**src/include/sps_pkg.sv**
```systemverilog
// constants and carrier types for the serial port status block
package sps_pkg;

  // ------------------------------------------------------------
  // register byte offsets
  // ------------------------------------------------------------
  localparam logic [7:0] SPS_STATUS_OFS = 8'h94;
  localparam logic [7:0] SPS_CTRL_OFS = 8'h98;
  localparam logic [7:0] SPS_IRQ_STAT_OFS = 8'h9c;
  localparam logic [7:0] SPS_IRQ_MASK_OFS = 8'ha0;

  // ------------------------------------------------------------
  // status field positions
  // ------------------------------------------------------------
  localparam int SPS_SLEW_BIT = 7;
  localparam int SPS_SMBUS_BIT = 6;
  localparam int SPS_DATA_ADDR_BIT = 5;
  localparam int SPS_STOP_BIT = 4;
  localparam int SPS_START_BIT = 3;
  localparam int SPS_DIR_BIT = 2;
  localparam int SPS_RELOAD_BIT = 1;
  localparam int SPS_BUF_FULL_BIT = 0;

  // ------------------------------------------------------------
  // control and interrupt field positions
  // ------------------------------------------------------------
  localparam int SPS_CTRL_EN_BIT = 0;
  localparam int SPS_CTRL_MASTER_BIT = 1;
  localparam int SPS_CTRL_TENBIT_BIT = 2;
  localparam int SPS_IRQ_START_BIT = 0;
  localparam int SPS_IRQ_STOP_BIT = 1;
  localparam int SPS_IRQ_BYTE_BIT = 2;
  localparam int SPS_IRQ_MATCH_BIT = 3;

  // ------------------------------------------------------------
  // reset values
  // ------------------------------------------------------------
  localparam logic [7:0] SPS_STATUS_RST = 8'h00;
  localparam logic [2:0] SPS_CTRL_RST = 3'h0;
  localparam logic [3:0] SPS_IRQ_RST = 4'h0;

  // ------------------------------------------------------------
  // carrier types
  // ------------------------------------------------------------
  // same-clock strobes and levels from the serial engine
  typedef struct packed {
    logic addr_match;
    logic rw_bit;
    logic byte_done;
    logic byte_is_data;
    logic rx_done;
    logic buf_read;
    logic tx_load;
    logic tx_done;
    logic reload_set;
    logic reload_clr;
    logic tx_busy;
  } sps_engine_type;

  // master sequence request bits
  typedef struct packed {
    logic start_request;
    logic repeated_start_request;
    logic stop_request;
    logic receive_request;
    logic ack_sequence_request;
  } sps_req_type;

  // whole state of the block
  typedef struct packed {
    logic [1:0] scl_sync;
    logic [1:0] sda_sync;
    logic scl_prev;
    logic sda_prev;
    logic [7:0] status;
    logic [2:0] ctrl;
    logic [3:0] irq_stat;
    logic [3:0] irq_mask;
    logic ack;
    logic [31:0] rdata;
  } sps_state_type;

endpackage

```
**src/sps_status_reg.sv**
```systemverilog
// status and configuration register of the two-wire serial port
`timescale 1ns/1ps

module sps_status_reg (
  // clock and reset
  input wire logic clk_i,
  input wire logic rst_i,
  // wishbone slave
  input wire logic wb_cyc_i,
  input wire logic wb_stb_i,
  input wire logic wb_we_i,
  input wire logic [7:0] wb_adr_i,
  input wire logic [3:0] wb_sel_i,
  input wire logic [31:0] wb_dat_i,
  output logic [31:0] wb_dat_o,
  output logic wb_ack_o,
  // raw bus pins
  input wire logic scl_i,
  input wire logic sda_i,
  // serial engine side
  input wire sps_pkg::sps_engine_type eng_i,
  input wire sps_pkg::sps_req_type req_i,
  // configuration and status outward
  output logic slew_limit_en_o,
  output logic smbus_levels_o,
  output logic port_enable_o,
  output logic master_mode_o,
  output logic ten_bit_mode_o,
  output logic idle_o,
  output logic [7:0] status_o,
  // interrupt
  output logic irq_o
);

  // ------------------------------------------------------------
  // declarations
  // ------------------------------------------------------------
  sps_pkg::sps_state_type st_reg;
  sps_pkg::sps_state_type st_next;
  logic req_take;
  logic wr_byte;
  logic sel_status;
  logic sel_ctrl;
  logic sel_istat;
  logic sel_imask;
  logic en;
  logic master;
  logic start_det;
  logic stop_det;
  logic [3:0] irq_evt;
  logic [31:0] rd_word;

  // ------------------------------------------------------------
  // decode and bus condition detect
  // ------------------------------------------------------------
  // a new request is taken once; ack blocks a second take
  assign req_take = wb_cyc_i & wb_stb_i & ~st_reg.ack;
  assign wr_byte = req_take & wb_we_i & wb_sel_i[0];
  assign sel_status = wb_adr_i[7:2] == sps_pkg::SPS_STATUS_OFS[7:2];
  assign sel_ctrl = wb_adr_i[7:2] == sps_pkg::SPS_CTRL_OFS[7:2];
  assign sel_istat = wb_adr_i[7:2] == sps_pkg::SPS_IRQ_STAT_OFS[7:2];
  assign sel_imask = wb_adr_i[7:2] == sps_pkg::SPS_IRQ_MASK_OFS[7:2];
  assign en = st_reg.ctrl[sps_pkg::SPS_CTRL_EN_BIT];
  assign master = st_reg.ctrl[sps_pkg::SPS_CTRL_MASTER_BIT];

  // start and stop edges
  // sda falls (start) or rises (stop) while scl stays high; only second sync stage is used
  assign start_det = en & st_reg.scl_sync[1] & st_reg.scl_prev
                     & st_reg.sda_prev & ~st_reg.sda_sync[1];
  assign stop_det = en & st_reg.scl_sync[1] & st_reg.scl_prev
                    & ~st_reg.sda_prev & st_reg.sda_sync[1];

  // interrupt sources
  assign irq_evt[sps_pkg::SPS_IRQ_START_BIT] = start_det;
  assign irq_evt[sps_pkg::SPS_IRQ_STOP_BIT] = stop_det;
  assign irq_evt[sps_pkg::SPS_IRQ_BYTE_BIT] = en & (eng_i.rx_done | eng_i.tx_done);
  assign irq_evt[sps_pkg::SPS_IRQ_MATCH_BIT] = en & eng_i.addr_match;

  // ------------------------------------------------------------
  // read mux
  // ------------------------------------------------------------
  // unmapped words read zero and still answer
  always_comb begin
    rd_word = 32'h0000_0000;
    if (sel_status) begin
      rd_word[7:0] = st_reg.status;
    end else if (sel_ctrl) begin
      rd_word[2:0] = st_reg.ctrl;
    end else if (sel_istat) begin
      rd_word[3:0] = st_reg.irq_stat;
    end else if (sel_imask) begin
      rd_word[3:0] = st_reg.irq_mask;
    end
  end

  // ------------------------------------------------------------
  // next state
  // ------------------------------------------------------------
  always_comb begin
    st_next = st_reg;
    // pin synchronisers, then one stage of history
    st_next.scl_sync = {st_reg.scl_sync[0], scl_i};
    st_next.sda_sync = {st_reg.sda_sync[0], sda_i};
    st_next.scl_prev = st_reg.scl_sync[1];
    st_next.sda_prev = st_reg.sda_sync[1];
    // answer one cycle after the take, dropped the cycle after
    st_next.ack = req_take;
    if (req_take) begin
      st_next.rdata = rd_word;
    end
    // software writes
    if (wr_byte && sel_status) begin
      st_next.status[sps_pkg::SPS_SLEW_BIT] = wb_dat_i[sps_pkg::SPS_SLEW_BIT];
      st_next.status[sps_pkg::SPS_SMBUS_BIT] = wb_dat_i[sps_pkg::SPS_SMBUS_BIT];
    end
    if (wr_byte && sel_ctrl) begin
      st_next.ctrl = wb_dat_i[2:0];
    end
    if (wr_byte && sel_imask) begin
      st_next.irq_mask = wb_dat_i[3:0];
    end
    if (start_det) begin
      st_next.status[sps_pkg::SPS_START_BIT] = 1'b1;
      st_next.status[sps_pkg::SPS_STOP_BIT] = 1'b0;
    end
    if (stop_det) begin
      st_next.status[sps_pkg::SPS_STOP_BIT] = 1'b1;
      st_next.status[sps_pkg::SPS_START_BIT] = 1'b0;
    end
    if (!en) begin
      st_next.status[sps_pkg::SPS_START_BIT] = 1'b0;
      st_next.status[sps_pkg::SPS_STOP_BIT] = 1'b0;
    end
    if (master) begin
      st_next.status[sps_pkg::SPS_DATA_ADDR_BIT] = 1'b0;
    end else if (eng_i.byte_done) begin
      st_next.status[sps_pkg::SPS_DATA_ADDR_BIT] = eng_i.byte_is_data;
    end
    if (master) begin
      st_next.status[sps_pkg::SPS_DIR_BIT] = eng_i.tx_busy;
    end else if (eng_i.addr_match) begin
      st_next.status[sps_pkg::SPS_DIR_BIT] = eng_i.rw_bit;
    end
    if (!st_reg.ctrl[sps_pkg::SPS_CTRL_TENBIT_BIT]) begin
      st_next.status[sps_pkg::SPS_RELOAD_BIT] = 1'b0;
    end else if (eng_i.reload_set) begin
      st_next.status[sps_pkg::SPS_RELOAD_BIT] = 1'b1;
    end else if (eng_i.reload_clr) begin
      st_next.status[sps_pkg::SPS_RELOAD_BIT] = 1'b0;
    end
    if (eng_i.rx_done || eng_i.tx_load) begin
      st_next.status[sps_pkg::SPS_BUF_FULL_BIT] = 1'b1;
    end else if (eng_i.buf_read || eng_i.tx_done) begin
      st_next.status[sps_pkg::SPS_BUF_FULL_BIT] = 1'b0;
    end
    // sticky events; a read clears, a same-cycle event survives
    if (req_take && !wb_we_i && sel_istat) begin
      st_next.irq_stat = irq_evt;
    end else begin
      st_next.irq_stat = st_reg.irq_stat | irq_evt;
    end
    if (rst_i) begin
      st_next = '0;
      st_next.status = sps_pkg::SPS_STATUS_RST;
      st_next.ctrl = sps_pkg::SPS_CTRL_RST;
      st_next.irq_stat = sps_pkg::SPS_IRQ_RST;
      st_next.irq_mask = sps_pkg::SPS_IRQ_RST;
    end
  end

  // ------------------------------------------------------------
  // state register
  // ------------------------------------------------------------
  always_ff @(posedge clk_i) begin
    st_reg <= st_next;
  end

  // ------------------------------------------------------------
  // outputs
  // ------------------------------------------------------------
  assign wb_dat_o = st_reg.rdata;
  assign wb_ack_o = st_reg.ack;
  assign slew_limit_en_o = ~st_reg.status[sps_pkg::SPS_SLEW_BIT];
  assign smbus_levels_o = st_reg.status[sps_pkg::SPS_SMBUS_BIT];
  assign port_enable_o = en;
  assign master_mode_o = master;
  assign ten_bit_mode_o = st_reg.ctrl[sps_pkg::SPS_CTRL_TENBIT_BIT];
  // idle when nothing pending
  // request bits are live, so idle drops the cycle one is raised
  assign idle_o = ~((master & st_reg.status[sps_pkg::SPS_DIR_BIT]) | (|req_i));
  assign status_o = st_reg.status;
  assign irq_o = |(st_reg.irq_stat & st_reg.irq_mask);
endmodule // sps_status_reg

```
**config.mk**
```make
export PLATFORM = sky130hd
export DESIGN_NAME = sps_status_reg
export DESIGN_NICKNAME = d
export VERILOG_FILES = /design/src/include/sps_pkg.sv /design/src/sps_status_reg.sv
export SDC_FILE = /design/constraint.sdc
export NUM_CORES = 1
export LEC_CHECK = 0
export BUFFER_PORTS_ARGS = -buffer_cell sky130_fd_sc_hd__buf_2
export CORE_ASPECT_RATIO = 0.6
export CORE_UTILIZATION = 40
export CTS_BUF_LIST = sky130_fd_sc_hd__clkbuf_8
export DETAILED_ROUTE_END_ITERATION = 12
export GPL_TIMING_DRIVEN = 0
export PLACE_DENSITY_LB_ADDON = 0.1
export SYNTH_ARGS = -nofsm -noshare
export SYNTH_HDL_FRONTEND = slang
export SYNTH_SLANG_ARGS = --single-unit
```
**constraint.sdc**
```tcl
create_clock -name clk_i -period 1.4 [get_ports clk_i]
set_clock_uncertainty 0.2 [all_clocks]
set_input_delay 0.28 -clock clk_i [delete_from_list [all_inputs] [get_ports clk_i]]
set_output_delay 0.28 -clock clk_i [all_outputs]
set_load 0.03 [all_outputs]
```
# Word-level counts from Yosys, hierarchy flattened
# Index checks and enable logic that the tools add are counted.
dict set report totals {
  inputBits 67
  register_bits 34
  output_inout_bits 48
  elab_cells 77
}
dict set report op_classes {
  n_mux 15
  n_eq_ne 4
  n_bitwise 24
  n_reduce_logical 18
}
# cell count
set op_table {}
lappend op_table {{6-bit equality test, second input constant} 4}
lappend op_table {{4-bit two-way mux} 5}
lappend op_table {{1-bit bitwise AND} 13}
lappend op_table {{2-bit nonzero test} 4}
lappend op_table {{1-bit two-way mux} 7}
lappend op_table {{1-bit NOT} 7}
lappend op_table {{2-bit OR reduction} 3}
lappend op_table {{1-bit logical AND} 5}
lappend op_table {{5-bit OR reduction} 1}
lappend op_table {{4-bit bitwise AND} 1}
lappend op_table {{2-bit two-way mux} 2}
lappend op_table {{4-bit OR} 1}
lappend op_table {{4-bit OR reduction} 1}
lappend op_table {{3-bit two-way mux} 1}
lappend op_table {{3-bit OR reduction} 1}
lappend op_table {{1-bit logical OR} 2}
lappend op_table {{1-bit OR} 2}
lappend op_table {{1-bit zero test} 1}

# Longest topological paths before layout
# Gate-level depths: netlist (run 1).
dict set report logic_depth {
  ltp_word 6
  ltp_mapped 5
  depth_no_buf 4
}

# Worst setup path after synthesis (run 1)
# No wires, ideal clock.
dict set report synth_timing {
  path_type {reg2out}
  startpoint {register st_reg, in the netlist master_mode_o}
  endpoint {output idle_o}
  slack_ps -713
  n_path_buf 0
  path_stages_with_launch 3
  t_required_ps 920
  arrival_time_ps 1633
  path_cell_list {dfxtp_1 -> a211o_1 -> nor4_1}
}
dict set report synth_between {
  elab_chain_len 3
}
# element line
set synth_rtl {}
lappend synth_rtl {{start, declared} sps_status_reg.sv:38} ;# sps_pkg::sps_state_type st_reg;
lappend synth_rtl {{start signal, assigned} sps_status_reg.sv:175} ;# st_reg <= st_next;
lappend synth_rtl {{1-bit bitwise AND} sps_status_reg.sv:190} ;# assign idle_o = ~((master & st_reg.status[sps_pkg::SPS_DIR_BIT]) | (|req_i));
lappend synth_rtl {{1-bit OR} sps_status_reg.sv:190}
lappend synth_rtl {{1-bit NOT} sps_status_reg.sv:190}
lappend synth_rtl {{end, declared} sps_status_reg.sv:29} ;# output logic idle_o,
# No other way between the ends.

# Worst setup path in the final report (run 1)
# Ends and elaborated chain as after synthesis.

==> impl_metrics.ini, run 1 <==
[placement]
io_buffers = 59
place_congestion = 0.812
place_hpwl_um = 3070
dp_slack_ns = -0.356

[yosys]
synth_warnings = 0
synth_area_leader_cell = dfxtp_1
synthTopCellsByArea = dfxtp_1 (38%), buf_4 (18%), mux2i_1 (6.1%), nor2_1 (5.0%), a21oi_1 (3.6%)
synthMostInstantiatedCell = buf_4
synthCells = 202
synth_seq_area_share_pct = 37.6
ys_seq_elements = 34
async_flop_share_pct = 0
synth_top_area_share_pct = 37.6
synth_area_mm2 = 0.00181
syn_avg_cell_area_um2 = 8.96
yosysUniqueCellTypes = 36
synth-main-ff-cell = dfxtp_1
synth-edff-count = 0
synthTopCellsByCount = buf_4 (43), dfxtp_1 (34), nor2_1 (24), a21oi_1 (13), nand3_1 (12)

[power]
p_leak_nw = 1.19
power.share.switching_pct = 28.1
p_switching_w = 0.000582
sequentialPowerShare_pct = 48.3
powerDensity_mw_per_mm2 = 801
internal_power_w = 0.00149
p_comb_share_pct = 19.2
ir_drop_mv = 0.389
power.share.clock_pct = 32.5

[floorplan]
initial_core_util_pct = 43.0
fp.coreArea_mm2 = 0.00421
ios = 115
die_h_um = 54.1
rows = 18
die_w_um = 88.8
die-area_mm2 = 0.00480

[clock_tree]
cts_root_buf = clkbuf_8
clk_latency_ns = 0.29
htreeDepth = 2
cts_sinks = 34
clkTransAtPathRegs_ns = 0.07
cts_made_buffers = 5
cts_tree = yes
clock_path_buffers = 2

[global_route]
busiest_layer = met1
gr-usage-met3_pct = 5.06
antenna_found_initial = 0
use_met1_pct = 27.0
grt.met2_usage_pct = 23.5
grt_max_degree = 11
grt_pass1_vias = 1217
grt_pass1_wl_um = 6000
grt_usage_pct = 17.5
grt_overflow = 0

[cells_and_area]
antenna_cells = 0
fin_nets = 368
largest_reg_flops = 14
drive_gt1_share_pct = 50.3
areaGrowthSynthToFinish_pct = 42.8
nFillCells = 389
final_util_pct = 61.3

[worst_setup_path]
critPathCaptureType = output pin
reg2reg_from = wb_ack_o
setup.worst_path.class = register to output pin
ff2ff_setup_slack_ns = -0.13
required_ns = 0.92
worstRegToRegCells = 6
start_kind = register
cp_max_fo = 2
reg2reg_to = master_mode_o
crit_arrival_ns = 1.26

[sta]
clock.fmax_mhz = 574
fin_ws_ns = -0.342
slew_headroom_pct = 62.5
drv_slew = 0
setup_viol = 13
rsz0062_at_grt = true
period_needed_ns = 1.74
hold_violations = 0
worst_slew_pin_slew_ns = 0.562
min_period_over_period_pct = 124

[drt]
drc = 0
post_drt_wl_per_cell_um = 11.1
via_per_inst = 4.32
first_pass_iters = 4
routed_wl_um = 4020
drtIter0Drc = 48
ant_nets = 0
vias = 1565

[flow_run]
drv_cap = 0

[worst_hold_path]
holdPathEnd = status_o[0]
worstHoldStart = eng_i[4]
hold_path_class = input port to register
hold_path_depth = 3

[status]
outcome = finished, violations left
violations = setup timing
==> layout by cell type, fill, tap and decap left out, types with 4 or more instances in the layout <==
cell type,n
nand3_1,11
buf_4,59
nor2_1,24
nor2b_1,7
dfxtp_2,14
clkbuf_8,5
buf_6,11
nand2b_1,5
a21oi_1,11
conb_1,24
inv_1,4
buf_2,39
clkbuf_4,4
nand2_1,9
o21ai_0,4
dfxtp_1,17
mux2i_1,11
==> timing repair <==
item | CTS | global route
setup endpoints to repair | 25 | 36
hold buffers | 0 | 0
resized for setup | 26 | 29
hold endpoints to repair | 0 | 0
buffers inserted | 5 | 7
gates cloned | 0 | 0
pin swaps | 6 | 5
==> logic make-up after synthesis <==
| logic type | after synthesis | share of synthesized area (%) |
|---|---|---|
| AOI/OAI and AO/OA | 33 | 12.4 |
| buffers and inverters | 50 | 19.4 |
| DFF | 34 | 37.6 |
| muxes | 11 | 6.09 |
| other | 1 | 0.207 |
| and+or+nand+nor | 73 | 24.3 |
==> final cells by class <==
type                            count  area, um^2  share of cell area (%)
Inverter                            3        11.3                   0.436
Timing Repair Buffer               71         465                    18.0
Sequential cell                    34         709                    27.5
Clock inverter                      3        12.5                   0.484
Multi-Input combinational cell    141         903                    35.0
Clock buffer                        5        68.8                    2.66
Tap cell                           60        75.1                    2.91
Buffer                             45         338                    13.1
==> per-layer routing <==
| metal | vias up | wire length [um] |
|---|---|---|
| li1 | 831 | - |
| met1 | 684 | 2210 |
| met2 | 48 | 1570 |
| met3 | 2 | 224 |
| met4 | 0 | 16 |
| met5 | - | 0 |
==> power by group through the flow <==
stage	Combinational, W	Sequential (W)	Clock, W
CTS	0.000382	0.000999	0.000684
detailed placement	0.000370	0.00102	0
global placement	0.000369	0.00102	0
floorplan	0.000273	0.00102	0
finish	0.000397	0.000999	0.000673
global route	0.000430	0.00100	0.000734
==> stage by stage <==
stage	instances	hold slack, ns	setup TNS, ns	area, um^2	power [W]
final	362	0.00601	-1.31	2580	0.00207
after global routing	362	0.0170	-2.59	2580	0.00216
after CTS	357	0.00560	-1.43	2480	0.00207
after detailed placement	344	0.221	-4.30	2300	0.00139
after global placement	344	0.221	-4.21	2300	0.00139
after floorplan	225	0.152	-0.863	1930	0.00129
==> how the worst max path moves through the flow <==
stage	startpoint	endpoint	slack, ns	depth (start not counted)
6_report	master_mode_o	idle_o	-0.34	3
5_1_grt	master_mode_o	idle_o	-0.40	3
3_5_place_dp	wb_adr_i[5]	master_mode_o	-0.36	5
2_1_floorplan	master_mode_o	idle_o	-0.18	2
4_1_cts	master_mode_o	idle_o	-0.36	3
3_3_place_gp	wb_adr_i[5]	port_enable_o	-0.35	5
==> worst max-delay path, cell delays in order, from the launching register on <==
cell and delay [ns]:
dfxtp_4 0.34, a211o_1 0.32, nor4_4 0.13, buf_4 0.19
No activity file was read; power rests on OpenSTA's default activity.
==> inputs of run 2 (changes only) <==
- CORE_MARGIN: default -> 4
==> impl_metrics.ini, run 2 (synthesis gave the netlist of run 1 again) <==
[status]
outcome = finished, violations left
violations = setup timing

[clock_tree]
clock_path_buffers = 2
clk_latency_ns = 0.28
ctsHoldBuffers = 0
cts_made_buffers = 5
cts_sinks = 34
clkTransAtPathRegs_ns = 0.07
htreeDepth = 2
cts_root_buf = clkbuf_8
cts_tree = yes

[floorplan]
die_w_um = 94.8
die-area_mm2 = 0.00570
rows = 18
ios = 115
initial_core_util_pct = 42.7
die_h_um = 60.1
fp.coreArea_mm2 = 0.00423

[placement]
place_congestion = 0.855
placed_area_mm2 = 0.00230
dpl.cell_count = 344
place_hpwl_um = 3450
io_buffers = 59
dp_slack_ns = -0.366

[drt]
drc = 0
via_per_inst = 4.42
drtIter0Drc = 108
routed_wl_um = 4400
first_pass_iters = 4
post_drt_wl_per_cell_um = 12.3
ant_nets = 0
vias = 1577

[power]
p_leak_nw = 1.17
powerDensity_mw_per_mm2 = 804
ir_drop_mv = 0.416

[sta]
hold_violations = 0
drv_slew = 0
fin_ws_ns = -0.366
rsz0062_at_grt = true
clock.fmax_mhz = 566
timing.setup.tns_ns = -1.33
setup_viol = 12
min_period_over_period_pct = 126
worst_slew_pin_slew_ns = 0.568
period_needed_ns = 1.77
slew_headroom_pct = 62.1

[cells_and_area]
drive_gt1_share_pct = 51.2
final_util_pct = 60.4
areaGrowthSynthToFinish_pct = 41.3
antenna_cells = 0
design_area_mm2 = 0.00256
largest_reg_flops = 14
fin_nets = 363
nFillCells = 412
layout_commonest_cell = buf_4
most-common-layout-cells = buf_4 (54), buf_2 (38), nor2_1 (24), conb_1 (24), dfxtp_2 (18)
instances_no_fill = 357

[worst_setup_path]
critPathLaunch = master_mode_o
critPathCaptureType = output pin
crit_path_end = idle_o
cp_max_fo = 2
reg2reg_to = port_enable_o
crit_arrival_ns = 1.29
worstRegToRegCells = 6
required_ns = 0.92
ff2ff_setup_slack_ns = -0.15
start_kind = register
reg2reg_from = wb_ack_o
setup.worst_path.class = register to output pin

[global_route]
grt_pass1_vias = 1373
grt_usage_pct = 15.2
grt_overflow = 0
grt_max_degree = 11
grt_pass1_wl_um = 6560
antenna_found_initial = 0

[worst_hold_path]
hold_path_class = input port to register

[flow_run]
drv_cap = 0
run 2: power breakdown:
group | switching (W) | internal, W | leakage [nW]
Combinational | 0.000229 | 0.000165 | 0.833
Clock | 0.000332 | 0.000331 | 0.0519
Sequential | 0.0000151 | 0.000984 | 0.288
Total | 0.000576 | 0.00148 | 1.17
run 2: worst min-delay path by stage:
stage | from | to | slack [ns] | depth (start not counted)
finish | eng_i[4] | status_o[0] | 0.006 | 3
detailed placement | st_reg[54] | st_reg[55] | 0.22 | 1
floorplan | rst_i | st_reg[52] | 0.15 | 1
global route | scl_i | st_reg[56] | 0.01 | 2
CTS | scl_i | st_reg[56] | 0.002 | 2
global placement | st_reg[56] | st_reg[57] | 0.22 | 1
run 2: final cells by class:
| type | instances | area (um^2) | share of cell area, % |
|---|---|---|---|
| Clock inverter | 3 | 11.3 | 0.441 |
| Sequential cell | 34 | 718 | 28.1 |
| Clock buffer | 5 | 68.8 | 2.69 |
| Multi-Input combinational cell | 141 | 907 | 35.5 |
| Timing Repair Buffer | 65 | 415 | 16.3 |
| Buffer | 46 | 349 | 13.7 |
| Inverter | 3 | 11.3 | 0.441 |
| Tap cell | 60 | 75.1 | 2.94 |
run 2: worst max-delay path, stage by stage, from the launching register on:
cell	delay [ns]
dfxtp_4	0.35
a211o_1	0.33
nor4_4	0.13
buf_4	0.19
run 2: what timing repair did:
action / in CTS / in global routing
resized for setup: 26 / 35
endpoints found under the setup margin: 24 / 35
setup buffers: 6 / 0
pin swaps: 7 / 4
run 2: routing by layer:
layer | global-route usage, % | routed length [um]
met4 | 3.70 | 24
met1 | 22.3 | 2230
met3 | 4.15 | 346
met2 | 21.7 | 1800
met5 | 0 | 0
run 2: through the flow:
| step | power, W | hold WS [ns] |
|---|---|---|
| 2_1_floorplan | 0.00129 | 0.152 |
| 3_3_place_gp | 0.00139 | 0.217 |
| 3_5_place_dp | 0.00139 | 0.224 |
| 4_1_cts | 0.00206 | 0.00243 |
| 5_1_grt | 0.00214 | 0.0107 |
| 6_report | 0.00206 | 0.00621 |
